**config.mk**
```make
export PLATFORM = sky130hd
export DESIGN_NAME = usr_sched_regs
export DESIGN_NICKNAME = d
export VERILOG_FILES = /design/src/usr_sched_regs.v /design/src/usr_bank_ptr.v
export VERILOG_INCLUDE_DIRS = /design/src
export SDC_FILE = /design/constraint.sdc
export NUM_CORES = 1
export LEC_CHECK = 0
export ABC_CLOCK_PERIOD_IN_PS = 4100
export BUFFER_PORTS_ARGS = -buffer_cell sky130_fd_sc_hd__buf_2
export CAP_MARGIN = 25
export CORE_ASPECT_RATIO = 1.75
export CORE_MARGIN = 2
export CORE_UTILIZATION = 50
export CTS_BUF_LIST = sky130_fd_sc_hd__clkbuf_4 sky130_fd_sc_hd__clkbuf_8 sky130_fd_sc_hd__clkbuf_16
export DETAILED_ROUTE_END_ITERATION = 12
export GPL_TIMING_DRIVEN = 0
export PLACE_DENSITY = 0.76
export SYNTH_ARGS = -nofsm -noshare
export SYNTH_HDL_FRONTEND = slang
export SYNTH_SLANG_ARGS = --single-unit
```
**constraint.sdc**
```tcl
create_clock -name clk_sys_i -period 4.1 [get_ports clk_sys_i]
set_clock_uncertainty 0.05 [all_clocks]
set_input_delay 0.615 -clock clk_sys_i [delete_from_list [all_inputs] [get_ports clk_sys_i]]
set_output_delay 0.615 -clock clk_sys_i [all_outputs]
set_load 0.05 [all_outputs]
```
**src/usr_defines.vh**
```
`ifndef USR_DEFINES_VH
`define USR_DEFINES_VH

// register byte offsets
`define USR_OFS_PENDING      12'h334
`define USR_OFS_TIMEOUT      12'h338
`define USR_OFS_MEMPTR       12'h33c
`define USR_OFS_HC_LIMIT     12'h300

// list pending flag positions
`define USR_BIT_ASYNC        0
`define USR_BIT_PERIODIC     1
`define USR_BIT_ISO          2
`define USR_PENDING_W        3

// memory register fields
`define USR_ADDR_MSB         15
`define USR_BANK_LSB         16
`define USR_BANK_MSB         17

// reset values
`define USR_RST_PENDING      3'h0
`define USR_RST_TIMEOUT      32'h00000000
`define USR_RST_ADDR         16'h0000

// timing
`define USR_CLK_HZ           10000000
`define USR_TICK_MS          1
`define USR_TICK_CYCLES      ((`USR_CLK_HZ / 1000) * `USR_TICK_MS)

`endif

```
**src/usr_sched_regs.v**
```verilog
`timescale 1ns/100ps
`include "usr_defines.vh"

module usr_sched_regs #(
    parameter TICK_CYCLES = `USR_TICK_CYCLES,
    parameter AW          = 16,
    parameter NBANK       = 4
) (
    // clock and reset
    input  wire          clk_sys_i,
    input  wire          nrst_i,
    input  wire          ctrl_reset_i,
    // register port
    input  wire [11:0]   reg_addr_i,
    input  wire          reg_wr_i,
    input  wire          reg_rd_i,
    input  wire [31:0]   reg_wdata_i,
    output reg  [31:0]   reg_rdata_o,
    // memory access
    input  wire          pio_mem_rd_i,
    input  wire          dma_active_i,
    output wire [AW-1:0] mem_rd_addr_o,
    output wire [1:0]    mem_bank_o,
    // scheduler
    input  wire          sched_start_i,
    input  wire          desc_valid_i,
    input  wire          desc_skip_i,
    output wire          walk_async_o,
    output wire          walk_periodic_o,
    output wire          walk_iso_o,
    output wire          desc_process_o,
    input  wire          async_done_i,
    input  wire          timeout_irq_en_i,
    output reg           timeout_irq_o
);

    localparam TCW = 32;

    reg  [`USR_PENDING_W-1:0] pending_q;
    reg  [31:0]               timeout_q;
    reg  [1:0]                bank_q;
    reg  [TCW-1:0]            tick_cnt_q;
    reg  [31:0]               ms_cnt_q;
    reg                       armed_q;
    wire                      tick;
    wire                      wr_pend;
    wire                      wr_tmo;
    wire                      wr_mem;
    wire [AW-1:0]             ptr [0:NBANK-1];
    wire                      inc_bank;
    reg  [`USR_PENDING_W-1:0] pending_d;
    reg  [31:0]               timeout_d;
    reg  [1:0]                bank_d;
    reg  [TCW-1:0]            tick_cnt_d;
    reg  [31:0]               ms_cnt_d;
    reg                       armed_d;
    reg                       irq_d;
    reg  [AW-1:0]             rd_addr_q;
    reg  [AW-1:0]             rd_addr_d;
    reg  [31:0]               rdata_d;

    assign wr_pend = reg_wr_i && (reg_addr_i == `USR_OFS_PENDING);
    assign wr_tmo  = reg_wr_i && (reg_addr_i == `USR_OFS_TIMEOUT);
    assign wr_mem  = reg_wr_i && (reg_addr_i == `USR_OFS_MEMPTR);
    // dma traffic never moves the bank pointers
    assign inc_bank = (pio_mem_rd_i && !dma_active_i);

    // register write decode
    always @* begin
        pending_d = pending_q;
        timeout_d = timeout_q;
        bank_d    = bank_q;
        if (wr_pend) begin
            pending_d = reg_wdata_i[`USR_PENDING_W-1:0];
        end
        if (wr_tmo) begin
            timeout_d = reg_wdata_i;
        end
        if (wr_mem) begin
            bank_d = reg_wdata_i[`USR_BANK_MSB:`USR_BANK_LSB];
        end
    end

    always @(posedge clk_sys_i or negedge nrst_i) begin
        if (!nrst_i) begin
            pending_q <= `USR_RST_PENDING;
            timeout_q <= `USR_RST_TIMEOUT;
            bank_q    <= 2'h0;
        end else if (ctrl_reset_i) begin
            pending_q <= `USR_RST_PENDING;
            timeout_q <= `USR_RST_TIMEOUT;
            bank_q    <= 2'h0;
        end else begin
            pending_q <= pending_d;
            timeout_q <= timeout_d;
            bank_q    <= bank_d;
        end
    end

    genvar g;
    generate
        for (g = 0; g < NBANK; g = g + 1) begin : g_bank
            usr_bank_ptr #(
                .AW (AW)
            ) u_ptr (
                .clk_sys_i (clk_sys_i),
                .nrst_i    (nrst_i),
                .srst_i    (ctrl_reset_i),
                .load_i    (wr_mem && (reg_wdata_i[`USR_BANK_MSB:`USR_BANK_LSB] == g)),
                .addr_i    (reg_wdata_i[`USR_ADDR_MSB:0]),
                .inc_i     (inc_bank && !wr_mem && (bank_q == g)),
                .ptr_o     (ptr[g])
            );
        end
    endgenerate

    // flop copy of the selected bank pointer keeps the address output registered
    always @* begin
        rd_addr_d = rd_addr_q;
        if (ctrl_reset_i) begin
            rd_addr_d = {AW{1'b0}};
        end else if (wr_mem) begin
            rd_addr_d = reg_wdata_i[AW-1:0];
        end else if (inc_bank) begin
            rd_addr_d = rd_addr_q + {{(AW-1){1'b0}}, 1'b1};
        end
    end

    always @(posedge clk_sys_i or negedge nrst_i) begin
        if (!nrst_i) begin
            rd_addr_q <= {AW{1'b0}};
        end else begin
            rd_addr_q <= rd_addr_d;
        end
    end

    assign mem_rd_addr_o = rd_addr_q;
    assign mem_bank_o    = bank_q;

    // scheduler area gating
    assign walk_async_o    = sched_start_i && pending_q[`USR_BIT_ASYNC];
    assign walk_periodic_o = sched_start_i && pending_q[`USR_BIT_PERIODIC];
    assign walk_iso_o      = sched_start_i && pending_q[`USR_BIT_ISO];
    assign desc_process_o  = (walk_async_o || walk_periodic_o || walk_iso_o)
                             && desc_valid_i && !desc_skip_i;

    // millisecond tick
    assign tick = (tick_cnt_q == TICK_CYCLES - 1);

    always @* begin
        if (tick || ctrl_reset_i) begin
            tick_cnt_d = {TCW{1'b0}};
        end else begin
            tick_cnt_d = tick_cnt_q + 32'h00000001;
        end
    end

    always @(posedge clk_sys_i or negedge nrst_i) begin
        if (!nrst_i) begin
            tick_cnt_q <= {TCW{1'b0}};
        end else begin
            tick_cnt_q <= tick_cnt_d;
        end
    end

    // timeout armed by completed async descriptors only
    always @* begin
        armed_d  = armed_q;
        ms_cnt_d = ms_cnt_q;
        irq_d    = 1'b0;
        if (ctrl_reset_i || wr_tmo) begin
            armed_d  = 1'b0;
            ms_cnt_d = 32'h00000000;
        end else if (async_done_i && (timeout_q != 32'h00000000)) begin
            armed_d  = 1'b1;
            ms_cnt_d = 32'h00000000;
        end else if (armed_q && tick) begin
            if (ms_cnt_q + 32'h00000001 >= timeout_q) begin
                armed_d  = 1'b0;
                ms_cnt_d = 32'h00000000;
                irq_d    = timeout_irq_en_i;
            end else begin
                ms_cnt_d = ms_cnt_q + 32'h00000001;
            end
        end
    end

    always @(posedge clk_sys_i or negedge nrst_i) begin
        if (!nrst_i) begin
            armed_q       <= 1'b0;
            ms_cnt_q      <= 32'h00000000;
            timeout_irq_o <= 1'b0;
        end else begin
            armed_q       <= armed_d;
            ms_cnt_q      <= ms_cnt_d;
            timeout_irq_o <= irq_d;
        end
    end

    // read data
    always @* begin
        case (reg_addr_i)
            `USR_OFS_PENDING: rdata_d = {29'h0, pending_q};
            `USR_OFS_TIMEOUT: rdata_d = timeout_q;
            `USR_OFS_MEMPTR:  rdata_d = {14'h0, bank_q, ptr[bank_q]};
            default:          rdata_d = 32'h00000000;
        endcase
    end

    always @(posedge clk_sys_i or negedge nrst_i) begin
        if (!nrst_i) begin
            reg_rdata_o <= 32'h00000000;
        end else if (reg_rd_i) begin
            reg_rdata_o <= rdata_d;
        end
    end

endmodule

```
**src/usr_bank_ptr.v**
```verilog
`timescale 1ns/100ps
`include "usr_defines.vh"

module usr_bank_ptr #(
    parameter AW = 16
) (
    // clock and reset
    input  wire          clk_sys_i,
    input  wire          nrst_i,
    input  wire          srst_i,
    // control
    input  wire          load_i,
    input  wire [AW-1:0] addr_i,
    input  wire          inc_i,
    // state
    output reg  [AW-1:0] ptr_o
);

    always @(posedge clk_sys_i or negedge nrst_i) begin
        if (!nrst_i) begin
            ptr_o <= {AW{1'b0}};
        end else if (srst_i) begin
            ptr_o <= {AW{1'b0}};
        end else if (load_i) begin
            ptr_o <= addr_i;
        end else if (inc_i) begin
            ptr_o <= ptr_o + {{(AW-1){1'b0}}, 1'b1};
        end
    end

endmodule

```
[Yosys cells after proc, flatten, opt, wreduce, memory -nomap -nowiden]
Cells that the tools add are included.
Word-level totals
  bits in registers: 215
  input bits: 56
  output and inout bits: 55
  logic and storage cells: 112
Operators by class
  add/sub/neg operators: 7
  magnitude comparators: 2
  equal/unequal tests: 10
  multiplexer cells: 38
  bitwise gates (word level): 1
  reductions and logical operators: 41
Operators by type and width (number)
  16-bit 2-to-1 mux: 17
  32-bit 2-to-1 mux: 7
  32-bit case mux with 3 select lines: 1
  16-bit by 1-bit adder with 16-bit output (second input constant): 5
  32-bit by 1-bit adder with 32-bit output (second input constant): 2
  12-bit by 10-bit equality test with 1-bit output (second input constant): 3
  16-bit binary-select mux with 2-bit select: 1
  32-bit by 14-bit equality test with 1-bit output (second input constant): 1
  32-bit greater-or-equal comparator: 1
  32-bit nonzero test: 1
  3-bit nonzero test: 7
  1-bit logical AND: 20
  2-bit equality test (second input constant): 4
  1-bit 2-to-1 mux: 8
  3-bit 2-to-1 mux: 2
  2-bit nonzero test: 3
  2-bit by 1-bit equality test with 1-bit output (second input constant): 2
  2-bit zero test: 2
  1-bit logical OR: 4
  2-bit 2-to-1 mux: 2
  3-bit greater-or-equal comparator (second input constant): 1
  1-bit zero test: 3
  2-bit NOT with 3-bit output: 1
  2-bit AND reduction: 1

[Longest topological paths before layout]
Gate-level depths: netlist (run 1).
  depth after elaboration: 8
  mapped depth: 15

[Modules after synthesis]
A second synthesis (run 1) with hierarchy kept.
Second synthesis, totals
  cells, all modules: 1379
  area total of the unflattened synthesis: 12684.7 um^2
Modules (own cells, without submodules)
  usr_sched_regs: times used 1, cells each 955, area each 8826.0 um^2, sequential area each 3778.6 um^2
  usr_bank_ptr: times used 4, cells each 106, area each 964.7 um^2, sequential area each 400.4 um^2

[Worst setup path after synthesis (run 1)]
OpenSTA, ideal clock, no wires.
  kind: register to register
  start: reg ms_cnt_q[5]
  end: reg ms_cnt_q[17]
  data arrival time: 3.785 ns
  data required time: 3.929 ns
  setup slack: 0.144 ns
  cell stages (with the launch flop): 14
  clock period less this slack: 3.956 ns
  cells stage by stage: dfrtp_1 nand4_2 or4_1 buf_2 nor4_4 nand4_2 xnor2_2 ha_1 nand4_1 or4_1 a21oi_1 nor3_2 buf_2 a22o_1
On the way
  longest elaborated chain between the ends: 6
Ends and longest elaborated chain
  from (decl): line usr_sched_regs.v:43  | reg [31:0] ms_cnt_q;
  from (signal assigned): line usr_sched_regs.v:195  | ms_cnt_q <= ms_cnt_d;
  32-bit by 1-bit adder with 32-bit output (*): line usr_sched_regs.v:178, usr_sched_regs.v:183
  32-bit greater-or-equal comparator: line usr_sched_regs.v:178  | if (ms_cnt_q + 32'h00000001 >= timeout_q) begin
  32-bit 2-to-1 mux (*): line usr_sched_regs.v:178
  32-bit 2-to-1 mux (*): line usr_sched_regs.v:177  | end else if (armed_q && tick) begin
  32-bit 2-to-1 mux (*): line usr_sched_regs.v:174  | end else if (async_done_i && (timeout_q != 32'h00000000)) begin
  32-bit 2-to-1 mux (*): line usr_sched_regs.v:171  | if (ctrl_reset_i || wr_tmo) begin
Mark *: on every way between the ends. The rest lies on a longest branch, timed or not. The select of a mux whose other input is x is not followed.
A chain may end at the register's enable or synchronous reset.

[Worst setup path in the final report (run 1)]
  start: reg ms_cnt_q[7]
  end: reg timeout_irq_o
On the way
  longest elaborated chain between the ends: 6
Ends and longest elaborated chain
  32-bit by 1-bit adder with 32-bit output: line usr_sched_regs.v:178
  32-bit greater-or-equal comparator: line usr_sched_regs.v:178
  1-bit 2-to-1 mux: line usr_sched_regs.v:178
  1-bit 2-to-1 mux: line usr_sched_regs.v:177
  1-bit 2-to-1 mux: line usr_sched_regs.v:174
  1-bit 2-to-1 mux: line usr_sched_regs.v:171
  net irq_d: line usr_sched_regs.v:57  | reg irq_d;
  to (signal assigned): line usr_sched_regs.v:196  | timeout_irq_o <= irq_d;
  to (decl): line usr_sched_regs.v:34  | output reg timeout_irq_o
The timed path passes the listed nets, and every way through them passes these cells.

==> impl_results.md, run 1 <==
* Post-DP HPWL at between 20000 and 30000 um
* Die height at 213.5 um
* First-pass GRT wire length at between 50000 and 60000 um
* Cell taking the most area after synthesis: dfrtp_1
* Largest net degree at the start of global routing at 123
* Die area at approximately 26000 um2
* WL final at 37620 um
* EDFF count, synth at 0
* Critical path required time at between 4000 and 5000 ps
* Initial antenna violation count at 1
* Net switching power at about 1.1 mW
* Warnings from Yosys at 0
* Element type at the critical path end: register
* # fillers at approximately 2.1k
* GR Overflow Total at 0
* Switching share of total power at 24.44%
* Placed insts at 1807
* Syn avg cell area at roughly 9 um2
* Layout cells sized above 1 at between 10 and 15%
* Largest fanout on the critical path at 10
* Slew @ Worst Pin at approximately 1000 ps
* Clock network power share at ~48%
* Power per cell area at between 300 and 400 nW/um2
* # hold bufs at CTS at 0
* Combinational share of power at 5.1%
* Root Buffer: clkbuf_16
* CTS tree: built
* GP Congestion at approximately 0.96
* PortBufs at around 110
* Top achievable clock speed at about 250 MHz
* H-tree depth at 1
* CP Class: register to register
* Largest cells by area after synthesis: dfrtp_1 (43%), nand2_1 (5.3%), xnor2_1 (4.5%), nor2_1 (4.4%), a211oi_1 (4.3%)
* FFs w/ async S/R, synth at 100.0%
* Synth cell types at between 60 and 70
* Internal at 3.423 mW
* Clk sinks at 215
* Register area share after synthesis at between 40% and 50%
* Register Area at about 5400 um2
* Final setup fails at 0
* Ys flop type: dfrtp_1
* Final ANT Viol Nets at 0
* Status: completed
* Chip width at 123.7 um
* Sequential fraction of design power at 47.1%
* Max-slew headroom at between 30% and 40%
* Number of CTS-inserted buffers at 22
* Vias post-DR at 11.29k
* Yosys top cell area share at 42.89%
* Arr. time, crit path at 4330 ps
* Vias in the first global route at ~12k
* Detail-routed via count per cell at 6.072
* Synthesized instance count at between 1k and 1.5k
* Final slew viol count at 0
* Post-route clock period utilization at 97.19%
* Max VDD drop at roughly 0.55 mV
* Worst-path clk slew at about 70 ps
* Syn nets at approximately 1.5k
* Drt pass-1 iters at 5
* I/O pin count at 111
* CP Launch Type: register
* Std-Cell Rows at 76
* Final hold vios at 0
* Fin cells at ~1.9k
* DRC at 0
* Area grow syn2layout at 15.10%
* Pwr Total at around 4.5 mW
* DRT iter0 DRCs at 819
* Clk_lat worst skew at approximately 530 ps
* FF+latch count, synth at 215
* Area of the multi-input gates at around 6600 um2
* Cell Area, Synth at between 10000 and 15000 um2
* Tmin final at about 4000 ps
* Core area at ~25000 um2
* Worst min path class: input pin to asynchronous set/reset pin
* MaxCap Viol Count at 0
* CTS Buffer Depth at 3
* Final #Nets at 1625
* Tot GR Track Use at 29.29%
* Static Leak at a little over 6 nW
* Per-cell routed wire length at 20.24 um
* Initial Util at between 50% and 60%
cell type report:
class,instances,share of cell area [%]
clock buffers,24,4.038
plain buffers,72,1.915
repair buffers,121,4.628
flip-flops and latches,215,37.29
diodes,1,0.01733
inverters,83,2.158
clock inverters,16,1.317
multi-input cells,1015,45.93
well taps,312,2.704
layer usage:
layer  global-route usage (%)  part of all wire, %  up-vias
li1                         -                    -     5206
met1                    30.58                   34     5468
met2                    52.39                   53      437
met3                    3.537                  5.2      176
met4                    22.41                  7.9        0
met5                        0                    0        -
layout by cell type, fill, tap and decap left out, types with 51 or more instances in the layout:
cell type	instances
nand3_1	51
a21oi_1	67
nor2_1	148
inv_1	83
a211oi_1	72
nand4_1	53
xnor2_1	64
nand2_1	177
xor2_1	54
dfrtp_1	212
clkbuf_1	63
buf_2	112
stage by stage:
stage	hold WS, ps	setup TNS [ps]	setup slack [ps]	utilization (%)	area, um2
final	147.0	0	115.0	58.62	14440
after CTS	192.5	0	66.94	58.35	14370
after floorplan	269.4	0	144.3	-	12540
after global placement	419.0	-297650	-1348	54.67	13460
after global routing	224.0	-1423	-106.8	58.61	14440
after detailed placement	432.1	-15590	-784.2	54.82	13500
timing repair:
item,4_1_cts,5_1_grt
pin swaps,3,2
resized for setup,6,9
buffers inserted,9,3
endpoints found under the setup margin,34,34
worst max-delay path, stage by stage, from the launching register on:
cell	delay (ps)
dfrtp_1	460
nand4_4	180
or4_1	530
buf_2	190
or2_2	320
nor2_1	130
xor2_1	380
ha_1	330
a21oi_1	140
o21ai_0	100
nand3b_1	110
and4_1	520
nand2_1	190
and3_1	240
cell families after synthesis:
kind of cell / share of synthesized area [%]
muxes: 4.908
xor gates and xnor gates: 8.569
adders and majority gates: 3.890
DFF: 42.89
and+or+nand+nor: 22.65
buffers and inverters: 4.778
AOI/OAI and AO/OA: 12.31
power by group through the flow:
| stage | Combinational (mW) | Sequential, mW | Clock, mW |
|---|---|---|---|
| 2_1_floorplan | 0.0840 | 2.18 | 0 |
| 3_3_place_gp | 0.215 | 2.17 | 0 |
| 3_5_place_dp | 0.222 | 2.17 | 0 |
| 4_1_cts | 0.228 | 2.13 | 2.19 |
| 5_1_grt | 0.249 | 2.13 | 2.27 |
| 6_report | 0.229 | 2.13 | 2.17 |
final timing paths:
check	to	slack, ps	from	cells after the start
max reg2reg	timeout_irq_o	120	ms_cnt_q[7]	13
min in group clk_sys_i	timeout_q[28]	270	reg_wdata_i[28]	3
max in group asynchronous	ms_cnt_q[6]	2830	nrst_i	2
max	timeout_irq_o	120	ms_cnt_q[7]	13
min reg2reg	tick_cnt_q[0]	430	tick_cnt_q[0]	1
min	g_bank[2].u_ptr.ptr_o[2]	150	nrst_i	1
cell usage after synthesis (all sizes together) (5+ instances only):
| cell | instances |
|---|---|
| a211oi | 72 |
| nor2 | 148 |
| o21ai | 28 |
| nand2b | 9 |
| xor2 | 54 |
| o22ai | 19 |
| or3 | 9 |
| mux2i | 21 |
| nand3 | 51 |
| or4 | 5 |
| and2 | 6 |
| nor4 | 35 |
| xnor2 | 67 |
| ha | 39 |
| and4 | 12 |
| inv | 83 |
| and3 | 21 |
| nor3 | 29 |
| dfrtp | 215 |
| a21oi | 68 |
| nand2 | 177 |
| buf | 9 |
| mux4 | 16 |
| clkbuf | 66 |
| nand4 | 55 |
| a22o | 16 |
sequential cells by signal, indices dropped and copies added (netlist names), 2 cells and up:
signal / flops
g_bank.u_ptr.ptr_o: 64
mem_bank_o: 2
mem_rd_addr_o: 16
ms_cnt_q: 32
pending_q: 3
reg_rdata_o: 32
tick_cnt_q: 32
timeout_q: 32
(Power assumes the default switching activity.)
==> run 2: changes to the inputs <==
--- a/config.mk
+++ b/config.mk
@@ -14,7 +14,6 @@
 export CORE_UTILIZATION = 50
 export CTS_BUF_LIST = sky130_fd_sc_hd__clkbuf_4 sky130_fd_sc_hd__clkbuf_8 sky130_fd_sc_hd__clkbuf_16
 export DETAILED_ROUTE_END_ITERATION = 12
-export GPL_TIMING_DRIVEN = 0
 export PLACE_DENSITY = 0.76
 export SYNTH_ARGS = -nofsm -noshare
 export SYNTH_HDL_FRONTEND = slang
==> impl_results.md, run 2 (synthesis results as in run 1) <==
* Largest register FFs at between 60 and 70
* CP Launch Type: register
* Number of CTS-inserted buffers at 22
* Tmin final at 3908 ps
* First-pass GRT wire length at 55750 um
* N_diodes at 0
* CP Class: register to register
* Per-cell routed wire length at 19.13 um
* Final slew viol count at 0
* Status: completed
* Final hold vios at 0
* Worst min path class: input pin to asynchronous set/reset pin
* Initial antenna violation count at 0
* Die area at ~26000 um2
* Power per cell area at between 300 and 400 nW/um2
* Slew @ Worst Pin at 1080 ps
* Placed insts at ~1.8k
* Area grow syn2layout at 13.84%
* Clk_lat worst skew at between 500 and 600 ps
* Final #Nets at 1576
* RSZ-0062 raised after global routing: no
* Largest fanout on the critical path at 6
* Reg with most FFs: g_bank.u_ptr.ptr_o
* Setup TNS at 0 ps
* H-tree depth at 1
* Post-DP HPWL at roughly 25000 um
* Layout cells sized above 1 at 15.03%
* Critical path required time at between 4000 and 5000 ps
* Final setup fails at 0
* PortBufs at 110
* GR Overflow Total at 0
* Detail-routed via count per cell at between 5 and 6
* DRC at 0
* # hold bufs at CTS at 0
* Die height at 213.5 um
* Drt pass-1 iters at 7
* CTS Buffer Depth at 3
* # fillers at between 2k and 2.5k
* Pwr Total at approximately 4.5 mW
* Worst Setup Slack post-DPL at 175.0 ps
* I/O pin count at between 100 and 150
* Top achievable clock speed at roughly 260 MHz
* Post-route cell area at 14280 um2
* Std-Cell Rows at 76
* Vias post-DR at approximately 11k
* Largest net degree at the start of global routing at 94
* Static Leak at slightly above 6 nW
* Arr. time, crit path at 4260 ps
* MaxCap Viol Count at 0
* Initial Util at 50.93%
* WL final at about 35000 um
* Most frequent cells in the layout: dfrtp_1 (215), nand2_1 (177), nor2_1 (148)
* Fin cells at roughly 1.8k
* Max-slew headroom at between 20% and 30%
* Worst-path clk slew at about 70 ps
* Core area at about 25000 um2
* DRT iter0 DRCs at a little under 700
* Chip width at 123.7 um
* Post-DP Area at about 13000 um2
* Post-route clock period utilization at 95.31%
* Root Buffer: clkbuf_16
* Final ANT Viol Nets at 0
* Max VDD drop at 0.3210 mV
* Clk sinks at 215
* Setup bufs post-CTS at 0
* Tot GR Track Use at 26.91%
* Vias in the first global route at around 11k
* Post-cts resize count at 0
* GP Congestion at about 0.97
* CTS tree: built
* Worst setup margin at about 190 ps
* Element type at the critical path end: register
* Leading cell type in the layout, fill and taps excluded: dfrtp_1
run 2: changes by cell type in the layout (fill, tap and decap cells not counted), sizes merged:
cell	delta
clkbuf	-55
buf	+14
clkinv	-4
clkinvlp	-2
inv	-2
diode	-1
run 2: final timing paths:
check / startpoint / to / slack, ps / cells past startpoint
min reg2reg: tick_cnt_q[0] / tick_cnt_q[0] / 430 / 1
min: nrst_i / g_bank[3].u_ptr.ptr_o[1] / 70 / 1
max in group asynchronous: nrst_i / ms_cnt_q[3] / 3000 / 2
max: ms_cnt_q[0] / ms_cnt_q[0] / 190 / 13
max reg2reg: ms_cnt_q[0] / ms_cnt_q[0] / 190 / 13
min in group clk_sys_i: ctrl_reset_i / mem_rd_addr_o[14] / 270 / 2
run 2: worst max-delay path, stage by stage (launching register included):
cell	delay, ps
dfrtp_1	420
ha_1	270
nand4_1	170
or4_1	510
nor3_2	300
nand4_1	150
xnor2_1	200
ha_1	320
nand4_1	150
or4_1	540
a21oi_1	210
nor3_2	80
buf_4	170
mux2_2	260
run 2: metrics by stage:
step / util (%) / hold slack [ps]
floorplan: - / 269.4
global placement: 54.72 / 424.9
detailed placement: 54.72 / 425.5
CTS: 57.90 / 98.55
global route: 57.98 / 132.4
finish: 57.98 / 73.22
run 2: cell type report:
cell class	count	area (um2)	share of cell area, %
Clock buffer	32	668.1	4.679
Clock inverter	8	115.1	0.8062
Inverter	83	311.5	2.182
Multi-Input combinational cell	1015	6583	46.10
Sequential cell	215	5380	37.68
Tap cell	312	390.4	2.734
Timing Repair Buffer	144	830.8	5.818
run 2: metal layers:
layer	vias to the layer above	share of wire [%]	GRT usage [%]	wire [um]
met5	-	0	0	0
met4	0	5.3	14.26	1838
met3	104	4.1	2.633	1413
met2	309	54	49.75	18700
met1	5299	37	29.84	12660
li1	5097	-	-	-
run 2: power by group:
| group | internal [mW] | switching, mW |
|---|---|---|
| sequential | 2.13 | 0.00762 |
| clock | 1.32 | 0.855 |
| combinational | 0.0553 | 0.158 |
| total | 3.50 | 1.02 |
==> run 3: changes to the inputs <==
--- a/config.mk
+++ b/config.mk
@@ -11,10 +11,9 @@
 export CAP_MARGIN = 25
 export CORE_ASPECT_RATIO = 1.75
 export CORE_MARGIN = 2
-export CORE_UTILIZATION = 50
-export CTS_BUF_LIST = sky130_fd_sc_hd__clkbuf_4 sky130_fd_sc_hd__clkbuf_8 sky130_fd_sc_hd__clkbuf_16
+export CORE_UTILIZATION = 38
 export DETAILED_ROUTE_END_ITERATION = 12
-export PLACE_DENSITY = 0.76
+export PLACE_DENSITY = 0.62
 export SYNTH_ARGS = -nofsm -noshare
 export SYNTH_HDL_FRONTEND = slang
 export SYNTH_SLANG_ARGS = --single-unit
==> constraint.sdc (replaced) <==
create_clock -name clk_sys_i -period 4.1 [get_ports clk_sys_i]
set_clock_uncertainty 0.05 [all_clocks]
set_input_delay 0.82 -clock clk_sys_i [delete_from_list [all_inputs] [get_ports clk_sys_i]]
set_output_delay 0.82 -clock clk_sys_i [all_outputs]
set_load 0.05 [all_outputs]
==> impl_results.md, run 3 (synthesis results as in run 1) <==
* Status: completed
* I/O pin count at 111
* Post-route clock period utilization at a little over nine tenths
* PortBufs at 110
* Worst Setup Slack post-DPL at about 170 ps
* Tmin final at around 3800 ps
* CP Class: register to register
* Crit path cell chain: nand4_2, or4_1, buf_4, or2_2, nor2_1, xor2_1, ha_1, a21oi_1, o21ai_0, nand3b_1, nand4_1, buf_4, o41ai_1, a22o_1
* Detail-routed via count per cell at roughly 5.6
* Final ANT Viol Nets at 0
* Area grow syn2layout at 14.94%
* Leading cell type in the layout, fill and taps excluded: dfrtp_1
* Drt pass-1 iters at 5
* GR Overflow Total at 0
* Power per cell area at ~310 nW/um2
* Bufs and invs on worst path at 2
* Layout cells sized above 1 at 15.29%
* CTS Buffer Depth at 3
* Reg with most FFs: g_bank.u_ptr.ptr_o
* Critical path required time at 4510 ps
* CP Launch Type: register
* # fillers at approximately 3.2k
* Clk_lat worst skew at approximately 530 ps
* Initial antenna violation count at 0
* Largest register FFs at 64
* Final slew viol count at 0
* H-tree depth at 1
* Max VDD drop at around 0.32 mV
* Worst r2r src: ms_cnt_q[6]
* Top achievable clock speed at 260.5 MHz
* DRT iter0 DRCs at 560
* Per-cell routed wire length at between 15 and 20 um
* Layout Utilization at between 40% and 50%
* Setup TNS at 0 ps
* RSZ-0062 raised after global routing: no
* Hold_ws at 263.9 ps
* Final setup fails at 0
* Crit-path slowest cell: or4_1
* Die height at 244.3 um
* Largest fanout on the critical path at 7
* Worst setup margin at 261.6 ps
* Pwr Total at around 4.4 mW
* N_diodes at 0
* Std-Cell Rows at 88
* CTS tree: built
* Root Buffer: clkbuf_16
* Static Leak at approximately 6.2 nW
* GP Congestion at approximately 0.9
* Number of CTS-inserted buffers at 22
* Tot GR Track Use at around 22%
* Slew @ Worst Pin at approximately 1100 ps
* Worst-path clk slew at ~70 ps
* Final hold vios at 0
* Worst min path class: input pin to asynchronous set/reset pin
* Most common cell on crit path: buf_4
* Initial Util at between 30% and 40%
* Final #Nets at 1586
* WL final at between 30000 and 40000 um
* Arr. time, crit path at approximately 4300 ps
* Largest net degree at the start of global routing at ~100
* MaxCap Viol Count at 0
* DRC at 0
* Post-DP HPWL at about 27000 um
* Most frequent cells in the layout: dfrtp_1 (214), nand2_1 (177), nor2_1 (148)
* Worst Setup SP: ms_cnt_q[6]
* Element type at the critical path end: register
* Max-slew headroom at about 29%
* Crit path max-delay family: simple AND/OR/NAND/NOR gates
* First-pass GRT wire length at approximately 60000 um
* Core area at roughly 33000 um2
* Chip width at 141.3 um
* # hold bufs at CTS at 0
* Die area at 34540 um2
* Slowest stage delay, CP at about 600 ps
* Vias in the first global route at 11.13k
* Vias post-DR at 10.71k
* Clk sinks at around 220
[run 3: worst reg2reg max path: stages, from the launching register on]
cell and delay [ps]:
dfrtp_1 440, nand4_2 120, or4_1 600, buf_4 190, or2_2 300, nor2_1 140
xor2_1 390, ha_1 340, a21oi_1 140, o21ai_0 100, nand3b_1 110, nand4_1 140
buf_4 200, o41ai_1 340, a22o_1 170
[run 3: area by class of cell]
| class | count | area (um2) | area share [%] |
|---|---|---|---|
| inverter | 83 | 311.5 | 2.161 |
| multi-input combinational | 1015 | 6571 | 45.58 |
| sequential | 215 | 5381 | 37.33 |
| clock inverter | 10 | 112.6 | 0.7810 |
| timing repair buffer | 154 | 923.4 | 6.405 |
| clock buffer | 27 | 610.6 | 4.235 |
| tap | 405 | 506.7 | 3.515 |
[run 3: where the power goes]
part           internal [mW]  leakage [nW]  switching [mW]
combinational         0.0561          2.83           0.161
clock                   1.19         0.353           0.910
sequential              2.13          3.00         0.00708
[run 3: through the flow]
step	cell area, um2	instances
global placement	13650	1869
floorplan	12540	1388
finish	14420	1909
detailed placement	13650	1870
CTS	14370	1907
global route	14420	1909
[run 3: repair_timing]
action                                  CTS  global route
gates resized for setup                   0             4
setup buffers                             0             1
endpoints found under the setup margin    0            20
hold endpoints to repair                  0             0
[run 3: final timing paths]
check	to	slack (ps)	cells after the start
min in group clk_sys_i	tick_cnt_q[0]	440	1
hold / removal	g_bank[2].u_ptr.ptr_o[2]	260	1
setup reg to reg	ms_cnt_q[2]	260	14
max in group asynchronous	ms_cnt_q[17]	2750	2
setup / recovery	ms_cnt_q[2]	260	14
hold reg to reg	tick_cnt_q[0]	440	1
[run 3: per-layer routing]
layer | part of all wire [%] | GRT usage [%] | wire length [um] | vias to the layer above
met5 | 0 | 0 | 0 | -
met4 | 5.1 | 10.76 | 1902 | 0
met3 | 3.4 | 2.350 | 1261 | 98
met2 | 54 | 40.93 | 20210 | 241
met1 | 37 | 23.63 | 13720 | 5266
li1 | - | - | - | 5100
